**config.mk**
```make
export PLATFORM = sky130hd
export DESIGN_NAME = draw_engine_color_format_regs
export DESIGN_NICKNAME = d
export VERILOG_FILES = /design/src/verilog/draw_regs_pkg.sv /design/src/verilog/reg_access_if.sv /design/src/verilog/draw_engine_color_format_regs.sv /design/src/verilog/apb_front.sv /design/src/verilog/colour_unpack.sv
export SDC_FILE = /design/constraint.sdc
export NUM_CORES = 1
export LEC_CHECK = 0
export ABC_AREA = 1
export BUFFER_PORTS_ARGS = -buffer_cell sky130_fd_sc_hd__buf_2
export CAP_MARGIN = 10
export CELL_PAD_IN_SITES_DETAIL_PLACEMENT = 1
export CELL_PAD_IN_SITES_GLOBAL_PLACEMENT = 2
export CORE_MARGIN = 1
export CORE_UTILIZATION = 34
export DETAILED_ROUTE_END_ITERATION = 8
export PLACE_DENSITY = 0.9
export SYNTH_ARGS = -nofsm -noshare
export SYNTH_HDL_FRONTEND = slang
export SYNTH_SLANG_ARGS = --single-unit
```
**constraint.sdc**
```tcl
create_clock -name pclk -period 3.72 [get_ports pclk]
set_input_delay 0.372 -clock pclk [delete_from_list [all_inputs] [get_ports pclk]]
set_output_delay 0.372 -clock pclk [all_outputs]
set_load 0.005 [all_outputs]
```
**src/verilog/draw_regs_pkg.sv**
```systemverilog
// constants and types for the drawing engine colour and format registers
package draw_regs_pkg;

    // apb geometry
    localparam int ADDR_W = 12;
    localparam int DATA_W = 32;
    localparam int IDX_W  = 8;

    // register indices, byte address is four times the index
    localparam logic [IDX_W-1:0] IDX_FG   = 8'h14;
    localparam logic [IDX_W-1:0] IDX_BG   = 8'h18;
    localparam logic [IDX_W-1:0] IDX_HT   = 8'h1c;
    localparam logic [IDX_W-1:0] IDX_FMT  = 8'h1e;
    localparam logic [IDX_W-1:0] IDX_STAT = 8'h30;

    // writable bits of each register, the rest read as zero
    localparam logic [31:0] COL_WMASK = 32'h00ffffff;
    localparam logic [31:0] HT_WMASK  = 32'h00000fff;
    localparam logic [31:0] FMT_WMASK = 32'h00007f3f;

    // colour field positions
    localparam int COL_RED_LSB = 16;
    localparam int COL_GRN_LSB = 8;
    localparam int COL_BLU_LSB = 0;
    localparam int COL_W       = 24;

    // format and location field positions
    localparam int FMT_OVR_BIT = 14;
    localparam int FMT_Y_LSB   = 11;
    localparam int FMT_X_LSB   = 8;
    localparam int FMT_PF_LSB  = 4;
    localparam int FMT_LOC_LSB = 0;
    localparam int HT_W        = 12;
    localparam int PAT_W       = 3;
    localparam int LOC_W       = 4;

    localparam logic [LOC_W-1:0] LOC_LINEAR = 4'hf;
    localparam logic [1:0]       LOC_HI_LIN = 2'h3;

    // values after reset
    localparam logic [COL_W-1:0] COL_RST = 24'h000000;
    localparam logic [HT_W-1:0]  HT_RST  = 12'h000;
    localparam logic [15:0]      FMT_RST = 16'h0000;

    // pixel format field encodings in order 00, 01, 10, 11
    typedef enum logic [1:0] {
        PF_8BPP,
        PF_16BPP,
        PF_32BPP,
        PF_24BPP
    } pixel_format_t;

    // colour split by format
    typedef struct packed {
        logic [7:0]  index;
        logic [15:0] word;
        logic [7:0]  red;
        logic [7:0]  green;
        logic [7:0]  blue;
    } colour_fields_t;

endpackage : draw_regs_pkg

```
**src/verilog/reg_access_if.sv**
```systemverilog
// register access carrier between the apb front end and the register bank
`timescale 1ns/1ps
interface reg_access_if;
    import draw_regs_pkg::*;

    logic             rd;
    logic             wr;
    logic [IDX_W-1:0] idx;
    logic [31:0]      wdata;
    logic [3:0]       strb;
    logic [31:0]      rdata;
    logic             hit;

    modport bus  (output rd, output wr, output idx, output wdata, output strb, input rdata, input hit);
    modport regs (input rd, input wr, input idx, input wdata, input strb, output rdata, output hit);
endinterface : reg_access_if

```
**src/verilog/draw_engine_color_format_regs.sv**
```systemverilog
// colour, stretch height and format/location registers of the drawing engine
//
// Operation
// - foreground: index, 16-bit, or RGB bytes
// - background uses the same per-format layout
// - 12-bit stretch height, Y stretch only
// - format 00=8, 01=16, 10=32, 11=24bpp
// - overwrite bit lets offsets apply always
// - Y offset valid on overwrite or 11xx
// - X offset same condition, nonzero needs rotation
// - location 1111 linear, else X-Y width
// - X-Y origin top-left, linear from first pixel
`timescale 1ns/1ps
module draw_engine_color_format_regs
    import draw_regs_pkg::*;
(
    input  wire logic                             pclk,
    input  wire logic                             presetn,
    input  wire logic                             psel,
    input  wire logic                             penable,
    input  wire logic                             pwrite,
    input  wire logic [draw_regs_pkg::ADDR_W-1:0] paddr,
    input  wire logic [31:0]                      pwdata,
    input  wire logic [3:0]                       pstrb,
    output logic                                  pready,
    output logic [31:0]                           prdata,
    output logic                                  pslverr,
    output logic [1:0]                            pixel_format_field,
    output logic [2:0]                            bytes_per_pixel,
    output logic                                  linear_addressing,
    output logic                                  xy_addressing,
    output logic                                  pattern_overwrite_select,
    output logic                                  pattern_offsets_valid,
    output logic [2:0]                            pattern_start_x,
    output logic [2:0]                            pattern_start_y,
    output logic                                  pattern_rotate_needed,
    output logic [11:0]                           stretch_source_height,
    output logic                                  font_colours_inverse,
    output logic [7:0]                            fg_index,
    output logic [15:0]                           fg_word,
    output logic [7:0]                            fg_red,
    output logic [7:0]                            fg_green,
    output logic [7:0]                            fg_blue,
    output logic [7:0]                            bg_index,
    output logic [15:0]                           bg_word,
    output logic [7:0]                            bg_red,
    output logic [7:0]                            bg_green,
    output logic [7:0]                            bg_blue
);
    // software visible registers plus derived engine controls
    typedef struct packed {
        logic [COL_W-1:0] fg;
        logic [COL_W-1:0] bg;
        logic [HT_W-1:0]  ht;
        logic [15:0]      fmt;
        logic [2:0]       bpp;
        logic             lin;
        logic             pat_ok;
        logic [PAT_W-1:0] pat_x;
        logic [PAT_W-1:0] pat_y;
        logic             rot;
        logic             inv;
    } bank_t;

    bank_t st_r;
    bank_t st_nxt;

    reg_access_if acc ();

    // merged write with byte lanes and writable mask
    function automatic logic [31:0] merge_write(
        input logic [31:0] old_val,
        input logic [31:0] wdata,
        input logic [3:0]  strb,
        input logic [31:0] wmask
    );
        logic [31:0] lanes;
        lanes = {{8{strb[3]}}, {8{strb[2]}}, {8{strb[1]}}, {8{strb[0]}}};
        merge_write = ((old_val & ~lanes) | (wdata & lanes)) & wmask;
    endfunction : merge_write

    // bytes occupied by one pixel in each format
    function automatic logic [2:0] pixel_bytes(input pixel_format_t pf);
        case (pf)
            PF_8BPP: begin
                pixel_bytes = 3'h1;
            end
            PF_16BPP: begin
                pixel_bytes = 3'h2;
            end
            PF_32BPP: begin
                pixel_bytes = 3'h4;
            end
            default: begin
                pixel_bytes = 3'h3;
            end
        endcase
    endfunction : pixel_bytes

    // background equals inverted foreground within the pixel width
    function automatic logic is_inverse(
        input pixel_format_t    pf,
        input logic [COL_W-1:0] fg,
        input logic [COL_W-1:0] bg
    );
        logic [COL_W-1:0] diff;
        diff = fg ^ bg;
        case (pf)
            PF_8BPP: begin
                is_inverse = (diff[7:0] == 8'hff);
            end
            PF_16BPP: begin
                is_inverse = (diff[15:0] == 16'hffff);
            end
            default: begin
                is_inverse = (diff == 24'hffffff);
            end
        endcase
    endfunction : is_inverse

    // apb front end
    apb_front u_front (
        .pclk    (pclk),
        .presetn (presetn),
        .psel    (psel),
        .penable (penable),
        .pwrite  (pwrite),
        .paddr   (paddr),
        .pwdata  (pwdata),
        .pstrb   (pstrb),
        .pready  (pready),
        .prdata  (prdata),
        .pslverr (pslverr),
        .acc     (acc.bus)
    );

    // fields of the format register as currently held
    pixel_format_t    pf;
    logic [LOC_W-1:0] loc;
    logic             ovr;
    logic [PAT_W-1:0] raw_x;
    logic [PAT_W-1:0] raw_y;
    logic [31:0]      status;

    assign pf    = pixel_format_t'(st_r.fmt[FMT_PF_LSB +: 2]);
    assign loc   = st_r.fmt[FMT_LOC_LSB +: LOC_W];
    assign ovr   = st_r.fmt[FMT_OVR_BIT];
    assign raw_x = st_r.fmt[FMT_X_LSB +: PAT_W];
    assign raw_y = st_r.fmt[FMT_Y_LSB +: PAT_W];

    // read-only state word
    assign status = {26'h0000000, st_r.fmt[FMT_PF_LSB +: 2], st_r.rot, st_r.pat_ok, st_r.lin, st_r.inv};

    // address decode, unused bits return zero
    always_comb begin
        acc.hit   = 1'b1;
        acc.rdata = 32'h00000000;
        if (acc.idx == IDX_FG) begin
            acc.rdata = {8'h00, st_r.fg};
        end else if (acc.idx == IDX_BG) begin
            acc.rdata = {8'h00, st_r.bg};
        end else if (acc.idx == IDX_HT) begin
            acc.rdata = {20'h00000, st_r.ht};
        end else if (acc.idx == IDX_FMT) begin
            acc.rdata = {16'h0000, st_r.fmt};
        end else if (acc.idx == IDX_STAT) begin
            acc.rdata = status;
        end else begin
            acc.hit = 1'b0;
        end
    end

    // register writes and derived controls
    always_comb begin
        logic [31:0]      wv;
        logic [15:0]      fmt_v;
        logic [LOC_W-1:0] loc_v;
        logic             hi_lin;
        logic             lin_v;
        wv     = 32'h00000000;
        st_nxt = st_r;

        // colour, height and format registers
        if (acc.wr && acc.idx == IDX_FG) begin
            wv        = merge_write({8'h00, st_r.fg}, acc.wdata, acc.strb, COL_WMASK);
            st_nxt.fg = wv[COL_W-1:0];
        end else if (acc.wr && acc.idx == IDX_BG) begin
            wv        = merge_write({8'h00, st_r.bg}, acc.wdata, acc.strb, COL_WMASK);
            st_nxt.bg = wv[COL_W-1:0];
        end else if (acc.wr && acc.idx == IDX_HT) begin
            wv        = merge_write({20'h00000, st_r.ht}, acc.wdata, acc.strb, HT_WMASK);
            st_nxt.ht = wv[HT_W-1:0];
        end else if (acc.wr && acc.idx == IDX_FMT) begin
            wv         = merge_write({16'h0000, st_r.fmt}, acc.wdata, acc.strb, FMT_WMASK);
            st_nxt.fmt = wv[15:0];
        end

        // addressing mode from the location field
        fmt_v  = st_nxt.fmt;
        loc_v  = fmt_v[FMT_LOC_LSB +: LOC_W];
        lin_v  = (loc_v == LOC_LINEAR);
        hi_lin = (loc_v[LOC_W-1 -: 2] == LOC_HI_LIN);

        // pattern offsets count only when enabled
        st_nxt.lin    = lin_v;
        st_nxt.pat_ok = fmt_v[FMT_OVR_BIT] | hi_lin;
        st_nxt.pat_y  = st_nxt.pat_ok ? fmt_v[FMT_Y_LSB +: PAT_W] : 3'h0;
        st_nxt.pat_x  = st_nxt.pat_ok ? fmt_v[FMT_X_LSB +: PAT_W] : 3'h0;
        st_nxt.rot    = st_nxt.pat_ok & (fmt_v[FMT_X_LSB +: PAT_W] != 3'h0);

        // pixel size and font colour check
        st_nxt.bpp = pixel_bytes(pixel_format_t'(fmt_v[FMT_PF_LSB +: 2]));
        st_nxt.inv = is_inverse(pixel_format_t'(fmt_v[FMT_PF_LSB +: 2]), st_nxt.fg, st_nxt.bg);
    end

    // zero after reset, except bytes per pixel which loads 1 to match 8bpp, since the hardware value is undefined
    always_ff @(posedge pclk or negedge presetn) begin
        if (!presetn) begin
            st_r     <= '0;
            st_r.fg  <= COL_RST;
            st_r.bg  <= COL_RST;
            st_r.ht  <= HT_RST;
            st_r.fmt <= FMT_RST;
            st_r.bpp <= 3'h1;
        end else begin
            st_r <= st_nxt;
        end
    end

    // per format split of both colour registers
    logic [COL_W-1:0] col_src [2];
    colour_fields_t   col_out [2];

    assign col_src[0] = st_r.fg;
    assign col_src[1] = st_r.bg;

    generate
        for (genvar g = 0; g < 2; g++) begin : g_colour
            colour_unpack u_unpack (
                .pclk    (pclk),
                .presetn (presetn),
                .pf      (pf),
                .colour  (col_src[g]),
                .fields  (col_out[g])
            );
        end
    endgenerate

    // foreground fields
    assign fg_index = col_out[0].index;
    assign fg_word  = col_out[0].word;
    assign fg_red   = col_out[0].red;
    assign fg_green = col_out[0].green;
    assign fg_blue  = col_out[0].blue;

    // background fields
    assign bg_index = col_out[1].index;
    assign bg_word  = col_out[1].word;
    assign bg_red   = col_out[1].red;
    assign bg_green = col_out[1].green;
    assign bg_blue  = col_out[1].blue;

    // engine controls straight from flops
    assign pixel_format_field       = st_r.fmt[FMT_PF_LSB +: 2];
    assign bytes_per_pixel          = st_r.bpp;
    assign linear_addressing        = st_r.lin;
    assign xy_addressing            = ~st_r.lin;
    assign pattern_overwrite_select = ovr;
    assign pattern_offsets_valid    = st_r.pat_ok;
    assign pattern_start_x          = st_r.pat_x;
    assign pattern_start_y          = st_r.pat_y;
    assign pattern_rotate_needed    = st_r.rot;
    assign stretch_source_height    = st_r.ht;
    assign font_colours_inverse     = st_r.inv;

endmodule : draw_engine_color_format_regs

```
**src/verilog/apb_front.sv**
```systemverilog
// apb slave front end: zero wait states, error on unmapped or unaligned address
`timescale 1ns/1ps
module apb_front
    import draw_regs_pkg::*;
(
    input  wire logic                            pclk,
    input  wire logic                            presetn,
    input  wire logic                            psel,
    input  wire logic                            penable,
    input  wire logic                            pwrite,
    input  wire logic [draw_regs_pkg::ADDR_W-1:0] paddr,
    input  wire logic [31:0]                     pwdata,
    input  wire logic [3:0]                      pstrb,
    output logic                                 pready,
    output logic [31:0]                          prdata,
    output logic                                 pslverr,
    reg_access_if.bus                            acc
);
    typedef struct packed {
        logic [31:0] rdata;
        logic        err;
    } front_t;

    front_t st_r;
    front_t st_nxt;
    logic   setup;
    logic   bad;

    // decode index and phase
    assign setup     = psel & ~penable;
    assign acc.idx   = paddr[IDX_W+1:2];
    assign acc.wdata = pwdata;
    assign acc.strb  = pstrb;
    assign bad       = ~acc.hit | (paddr[1:0] != 2'h0) | (paddr[ADDR_W-1:IDX_W+2] != '0);
    assign acc.rd    = setup & ~pwrite;
    assign acc.wr    = psel & penable & pwrite & ~st_r.err;

    // capture answer during setup
    always_comb begin
        st_nxt = st_r;
        if (setup) begin
            st_nxt.err   = bad;
            st_nxt.rdata = (bad | pwrite) ? 32'h00000000 : acc.rdata;
        end
    end

    always_ff @(posedge pclk or negedge presetn) begin
        if (!presetn) begin
            st_r <= '0;
        end else begin
            st_r <= st_nxt;
        end
    end

    assign pready  = 1'b1;
    assign prdata  = st_r.rdata;
    assign pslverr = psel & penable & st_r.err;
endmodule : apb_front

```
**src/verilog/colour_unpack.sv**
```systemverilog
// splits one colour register into its per format fields
`timescale 1ns/1ps
module colour_unpack
    import draw_regs_pkg::*;
(
    input  wire logic                                pclk,
    input  wire logic                                presetn,
    input  wire draw_regs_pkg::pixel_format_t        pf,
    input  wire logic [draw_regs_pkg::COL_W-1:0]     colour,
    output draw_regs_pkg::colour_fields_t            fields
);
    colour_fields_t st_r;
    colour_fields_t st_nxt;

    // only the fields of the active format carry a value
    always_comb begin
        st_nxt = '0;
        case (pf)
            PF_8BPP: begin
                st_nxt.index = colour[7:0];
            end
            PF_16BPP: begin
                st_nxt.word = colour[15:0];
            end
            default: begin
                st_nxt.red   = colour[COL_RED_LSB +: 8];
                st_nxt.green = colour[COL_GRN_LSB +: 8];
                st_nxt.blue  = colour[COL_BLU_LSB +: 8];
            end
        endcase
    end

    always_ff @(posedge pclk or negedge presetn) begin
        if (!presetn) begin
            st_r <= '0;
        end else begin
            st_r <= st_nxt;
        end
    end

    assign fields = st_r;
endmodule : colour_unpack

```
After elaboration in Yosys (flattened, before gate mapping)

Cells that the tools add are included.

Output and inout bits: 159
Logic and storage cells: 102
Flip-flop bits (word level): 215

Reductions and logical operators: 11
Multiplexer cells: 28
Equality and inequality tests: 13
Bitwise logic cells: 27

Operators with widths:

| cell                                          | number |
|---|---|
| two-way mux 24 bit                            | 5 |
| AND 24 bit                                    | 3 |
| two-way mux 32 bit                            | 2 |
| two-way mux 15 bit                            | 4 |
| two-way mux 52 bit                            | 1 |
| OR 24 bit                                     | 2 |
| == test 8 x 5 -> 1 bit, second input constant | 4 |
| two-way mux 16 bit                            | 2 |
| two-way mux 28 bit                            | 1 |
| == test 24 bit, second input constant         | 1 |
| NOT 24 bit                                    | 1 |
| bitwise XOR 24 bit                            | 1 |
| == test 16 bit, second input constant         | 1 |
| two-way mux 8 bit                             | 2 |
| AND 15 bit                                    | 1 |
| OR 15 bit                                     | 1 |
| AND 12 bit                                    | 1 |
| two-way mux 12 bit                            | 1 |
| OR 12 bit                                     | 1 |
| case mux 3 bit (3 select lines)               | 1 |
| == test 8 x 6 -> 1 bit, second input constant | 1 |
| == test 8 bit, second input constant          | 1 |
| AND 1 bit                                     | 6 |
| two-way mux 3 bit                             | 2 |
| 14 further kinds                              | 33 |

Logic depth before layout (Yosys ltp)

Gate-level depths: netlist (run 1).

Depth in word-level cells: 11
Gate-level depth with buffers: 17
Gate-level depth less buffers: 16

Hierarchy

Synthesis (run 1) repeated with hierarchy kept, for this count alone.

Cells, all modules: 1175
Area, all modules: 10113.4 µm²

Modules (own cells, without submodules):

| module                        | area an instance (µm²) | cells each | instances | sequential area each (µm²) |
|---|---|---|---|---|
| draw_engine_color_format_regs | 4850.9                 | 655        | 1         | 2153.3 |
| colour_unpack                 | 1626.6                 | 144        | 2         | 1201.2 |
| apb_front                     | 2009.4                 | 232        | 1         | 825.8 |

Least setup slack after synthesis (run 1)

Ideal clock, no wire load.

Kind: input -> register
Start: input port paddr[7] in the netlist's numbering
End: register st_r (netlist bit bytes_per_pixel[1])
Setup slack: 1611 ps
Stages: 11
Buffers on the path: 1
Setup time: 127 ps
Arrival time: 1981 ps
Cells stage by stage: inv_2 > nand2_2 > nor2_4 > nand2_2 > inv_4 > nand3_2 > buf_2 > o21ai_0 > inv_1 > ha_1 > or2_2

RTL lines:

| element                | RTL line                             | source |
|---|---|---|
| start: declaration     | draw_engine_color_format_regs.sv:22  | `input wire logic [draw_regs_pkg::ADDR_W-1:0] paddr,` |
| end signal: assignment | draw_engine_color_format_regs.sv:226 | `st_r <= st_nxt;` |
| end: declaration       | draw_engine_color_format_regs.sv:65  | `bank_t st_r;` |

==> flow_summary.ini, run 1 <==
[run_status]
status = finished, final reports clean

[logic_synthesis]
synth_async_sr_flop_share = 1.000
synth.top_cell.area_share = 0.5460
yosys-top-cells-count = nand2_1, dfrtp_1, inv_1
synth-simple-area-share = 0.2157
ys_ff_latch = 207
yosysUniqueCellTypes = 45
synth-compound-area-share = 0.1018
yosysMostFrequentCell = nand2_1
synth_ff_type = dfrtp_1
synthesis.area_mm2 = 0.009442
ys_seq_area_frac = 0.5488
muxShareOfSynthArea = 0.002253
yosys_warnings = 0
synth_top_family_by_area = simple AND/OR/NAND/NOR gates
syn_inst = 1113
yosysTopAreaCell = dfrtp_1
synthXorXnorAreaFrac = 0.0009276
yosys-top-cells-area = dfrtp_1, nand2_1, inv_1
synth_fa_ha_area_frac = 0.005301
postSynthAreaPerCell_um2 = 8.483
synth_edf_count = 0

[cts]
numCtsBuffers = 24
clock-sinks = 207
cts_max_path_buffers = 3
clkSlewWorstSetupHoldPaths_ns = 0.07
ctsRootBufferMaster = clkbuf_16
clkLatencyLatePin_ns = 0.52
htreeDepth = 1
cts_tree = yes
cts_repair_resize_count = 0

[worst_setup_path]
worst-r2r-cell-count = 8
arrival_ns = 2.99
cp-end-kind = flop
cp_max_fo = 23
start_kind = flop
crit_type = flop to flop
crit_required_ns = 4.11

[floorplanning]
die_y_um = 168.6
start_util = 0.3484
pin_count = 212
core_area_mm2 = 0.02710
num_rows = 60
die_area_mm2 = 0.02844
die_w_um = 168.6

[final_layout]
design.final.nets = 1339
area.growth.synth_to_final_pct = 19.84
final_cells = 1670
drive_above_1_share = 0.2298
final_area_mm2 = 0.01131

[route]
vias = 7850
drt-initial-drc-count = 454
antenna_left = 0
dr.pass1.iters = 4
wl_mm = 30.50
via_per_inst = 4.701
drc = 0
wire_per_inst_um = 18.27

[timing]
hold_viol = 0
worst_pin_slew_ns = 0.8328
rsz0062_at_grt = no
timing.fmax_ghz = 0.3846
period_needed_ns = 2.600
slew_headroom = 0.4448
finalSetupViolCount = 0
skew_ns = 0.01330
slew_viol_final = 0
setup_tns_ns = 0
final.setup.worst_slack_ns = 1.120
period_share = 0.6990

[placement]
numPortBuffers = 193
dpl_cell_area_mm2 = 0.01056
dp_cells = 1627
place.gp.congestion = 0.8445
hpwl_mm = 21.70
pre_cts_slack_ns = 0.8477

[global_route]
grt_use_total = 0.2186
antenna_found_initial = 0
grt_pass1_wl_mm = 47.53
gr-total-overflow = 0
grt_start_max_net_pins = 101
first_global_vias = 8363

[flow_run]
drv_cap = 0

[worst_hold_path]
holdPathStages = 2
hp-class = primary input to flop

[pwr]
p_per_area_mw_per_mm2 = 412.8
design_power_total_uw = 4671
peakVddDrop_v = 0.0002769
leakage_uw = 0.006566
-- where the power goes --
part           leakage, µW  internal (µW)  switching, µW
registers          0.00258           2250         0.0417
clock network     0.000365           1330            924
logic              0.00363           40.0            122
total              0.00657           3620           1050
-- layout by cell type, fill, tap and decap left out, types with 4 or more instances in the layout --
| master | Yosys | routed |
|---|---|---|
| nor2_4 | 7 | 7 |
| dfrtp_1 | 206 | 206 |
| nor2_2 | 4 | 4 |
| o31ai_1 | 5 | 5 |
| nand2_1 | 318 | 318 |
| clkinv_2 | 0 | 5 |
| buf_4 | 35 | 10 |
| o22ai_1 | 15 | 15 |
| o21ai_2 | 15 | 15 |
| clkbuf_1 | 17 | 7 |
| inv_2 | 8 | 8 |
| conb_1 | 2 | 9 |
| ha_1 | 4 | 4 |
| nor2_1 | 95 | 95 |
| o21ai_0 | 71 | 71 |
| buf_2 | 12 | 192 |
| nand3_1 | 24 | 24 |
| a21oi_1 | 20 | 20 |
| o21a_1 | 7 | 7 |
| nand4_1 | 6 | 6 |
| clkbuf_16 | 0 | 25 |
| o221ai_1 | 6 | 6 |
| nand2_2 | 9 | 9 |
| inv_1 | 180 | 180 |
| a221oi_1 | 5 | 5 |
-- logic make-up after synthesis --
| family | count (synthesis) |
|---|---|
| XOR/XNOR | 1 |
| adder cells (fa/ha/maj) | 4 |
| multiplexers | 2 |
| AO/OA/AOI/OAI | 157 |
| other | 2 |
| flip-flops | 207 |
| buffers and inverters | 262 |
| AND/OR/NAND/NOR | 478 |
-- registers in the layout (all words and copies together), names as in the netlist, named ones only --
signal,count
pattern_rotate_needed,1
raw_x,3
col_src,48
u_front.st_r,1
linear_addressing,1
pattern_start_x,3
loc,4
pattern_start_y,3
pixel_format_field,2
u_front.prdata,24
font_colours_inverse,1
pattern_overwrite_select,1
raw_y,3
pattern_offsets_valid,1
bytes_per_pixel,3
g_colour.u_unpack.fields,96
-- routing by layer --
layer	GRT usage	wire [µm]
met1	0.2774	13100
met2	0.3864	15240
met3	0.02806	1253
met4	0.06877	903
met5	0	0
-- cell type report --
cell class,instances,area [µm²]
Inverter,193,732.0
Multi-Input combinational cell,651,3112
Clock inverter,7,62.56
Antenna cell,1,2.502
Timing Repair Buffer,205,1080
Clock buffer,34,679.4
Tap cell,372,465.4
Sequential cell,207,5181
Fill cell,3273,15790
-- timing repair --
item / in CTS / in global routing
setup endpoints to repair: 0 / 0
hold buffers: 1 / 0
hold endpoints to repair: 46 / 0
setup buffers: 0 / 0
-- final timing paths --
path                            startpoint                               to  slack, ns
setup / recovery           u_front.st_r[0]               bytes_per_pixel[1]       1.12
hold / removal                   pwdata[5]                             flop       0.12
setup reg to reg           u_front.st_r[0]               bytes_per_pixel[1]       1.12
hold reg to reg                col_src[20]  g_colour[1].u_unpack.fields[20]       0.46
max in group asynchronous          presetn  g_colour[1].u_unpack.fields[10]       2.17
min in group asynchronous          presetn   g_colour[0].u_unpack.fields[4]       0.51
-- critical path: stages (launching register included) --
cell,delay [ns]
dfrtp_1,0.36
inv_1,0.11
nand2_2,0.10
nor2_8,0.43
nand3_2,0.30
o21ai_0,0.50
inv_1,0.16
ha_1,0.23
or2_2,0.29
-- metrics by stage --
step / hold slack [ns] / util
finish: 0.1186 / 0.4175
detailed placement: 0.4525 / 0.3897
global placement: 0.4529 / 0.3897
global route: 0.1153 / 0.4174
floorplan: 0.07641 / -
CTS: 0.09751 / 0.4174
No activity file was read; power rests on OpenSTA's default activity.
==> run 2, diff against run 1 <==
CORE_UTILIZATION = 29   (was 34)
PLACE_DENSITY = 0.82   (was 0.9)
clock period = 2.2 ns   (was 3.72 ns; I/O delays follow)
==> run 2 against run 1 <==
Largest cell class unchanged. Sequential share of layout area down 2.6 points. Critical path depth increased by 1. Combinational power rose by 91%. Largest power group unchanged.
==> flow_summary.ini, run 2 (synthesized netlist as in run 1, its figures left out) <==
[run_status]
status = finished, final reports clean

[floorplanning]
pin_count = 212
num_rows = 65
die_y_um = 182.4
start_util = 0.2969
core_area_mm2 = 0.03180
die_w_um = 182.4
die_area_mm2 = 0.03328

[worst_hold_path]
holdPathStages = 3
hold_start = pwdata[0]
hp-class = primary input to flop

[global_route]
grt_pass1_wl_mm = 49.87
first_global_vias = 8648
grt_start_max_net_pins = 63
antenna_found_initial = 0
grt_use_total = 0.1968
gr-total-overflow = 0

[cts]
cts_tree = yes
clkLatencyLatePin_ns = 0.53
cts_max_path_buffers = 3
clkSlewWorstSetupHoldPaths_ns = 0.06
clock-sinks = 207
numCtsBuffers = 25
ctsRootBufferMaster = clkbuf_16
htreeDepth = 1

[timing]
worst_pin_slew_ns = 0.8209
whs_ns = 0.01585
hold_viol = 0
finalSetupViolCount = 0
slew_headroom = 0.4514
period_needed_ns = 2.091
slew_viol_final = 0
setup_tns_ns = 0
timing.fmax_ghz = 0.4783
final.setup.worst_slack_ns = 0.1092
period_share = 0.9504
skew_ns = 0.01576

[pwr]
p_sw_frac = 0.2225
switchingPower_uw = 1832
comb_power_share = 0.038
peakVddDrop_v = 0.0004557
leakage_uw = 0.006867
p_per_area_mw_per_mm2 = 686.9
share_seq_of_total_power = 0.463
p_int_uw = 6402
clock_power_share = 0.500

[placement]
place.gp.congestion = 0.8629
hpwl_mm = 23.57
pre_cts_slack_ns = 0.08521
numPortBuffers = 193
dp_cells = 1722

[route]
wl_mm = 32.27
drt-initial-drc-count = 394
vias = 8072
top_layer_used = met4
drt-met1-wl_mm = 14.17
wire_per_inst_um = 18.15
drc = 0
via_per_inst = 4.540
dr_wl_met3_mm = 1.416
antenna_left = 0
dr_wl_met2_mm = 15.61
dr.pass1.iters = 4

[worst_setup_path]
r2r_slack_ns = 0.11
r2r-end = bytes_per_pixel[1]
crit_buf_inv = 3
slowest_delay_ns = 0.38
path_delay_family = simple AND/OR/NAND/NOR gates
arrival_ns = 2.50
crit_type = flop to flop
start_kind = flop
cp-end-kind = flop
worst-r2r-cell-count = 9
r2r_start = u_front.st_r[0]
cp_max_fo = 6
crit_required_ns = 2.61
crit_path_cell_trace = inv_2, nand2_4, nor2_8, buf_4, nand3_2, o21ai_0, inv_1, ha_1, or2_2
crit_path_top_delay_cell = dfrtp_1

[final_layout]
regArea_mm2 = 0.005182
most-common-layout-cells = nand2_1, dfrtp_1, buf_2
n_antenna_cell = 0
area.growth.synth_to_final_pct = 26.95
drive_above_1_share = 0.2599
largest_reg_flops = 96
final_util = 0.3769
multi_input_area_mm2 = 0.003158
final_common_cell = nand2_1
final_cells = 1778
n_fill_cell = 3795
design.final.nets = 1386

[flow_run]
drv_cap = 0
## run 2: per-stage QoR
stage	power, µW	area (µm²)
final	8234	11990
after global routing	8520	11990
after CTS	8350	11850
after detailed placement	4177	10940
after global placement	4172	10940
after floorplan	3998	9468
## run 2: worst max-delay path by stage
stage,slack [ns],depth (start not counted),from,endpoint
detailed placement,0.09,16,u_front.st_r[0],font_colours_inverse
CTS,0.05,16,u_front.st_r[0],font_colours_inverse
floorplan,0.17,10,u_front.st_r[0],bytes_per_pixel[1]
global placement,0.15,14,u_front.st_r[0],font_colours_inverse
finish,0.11,9,u_front.st_r[0],bytes_per_pixel[1]
global route,-0.002,16,u_front.st_r[0],font_colours_inverse
## run 2: metal layers
metal  vias to the layer above  global-route usage
met5                         -                   0
met4                         0             0.07395
met3                        58             0.03033
met2                       216              0.3355
met1                      3995              0.2514
li1                       3803                   -
## run 2: cell type report
class                           count  share of cell area
Sequential cell                   207              0.4324
Multi-Input combinational cell    651              0.2635
Timing Repair Buffer              251              0.1302
Inverter                          193             0.06106
Clock buffer                       35             0.06033
Tap cell                          435             0.04541
Clock inverter                      6            0.007203
## run 2: timing repair
item | CTS | global route
hold endpoints to repair | 61 | 0
endpoints found under the setup margin | 0 | 1
gates resized for setup | 0 | 18
hold buffers | 10 | 0
setup buffers | 0 | 2
## run 2: power by group through the flow
stage	sequential, µW	clock (µW)	combinational (µW)
6_report	3810	4110	310
3_5_place_dp	3880	0	300
2_1_floorplan	3880	0	120
3_3_place_gp	3880	0	295
4_1_cts	3810	4230	316
5_1_grt	3810	4360	351
## run 2: worst min-delay path, delay by kind of cell
family	cells	cell delay (ns)
AOI/OAI and AO/OA	1	0.13
buffers and inverters	2	0.15
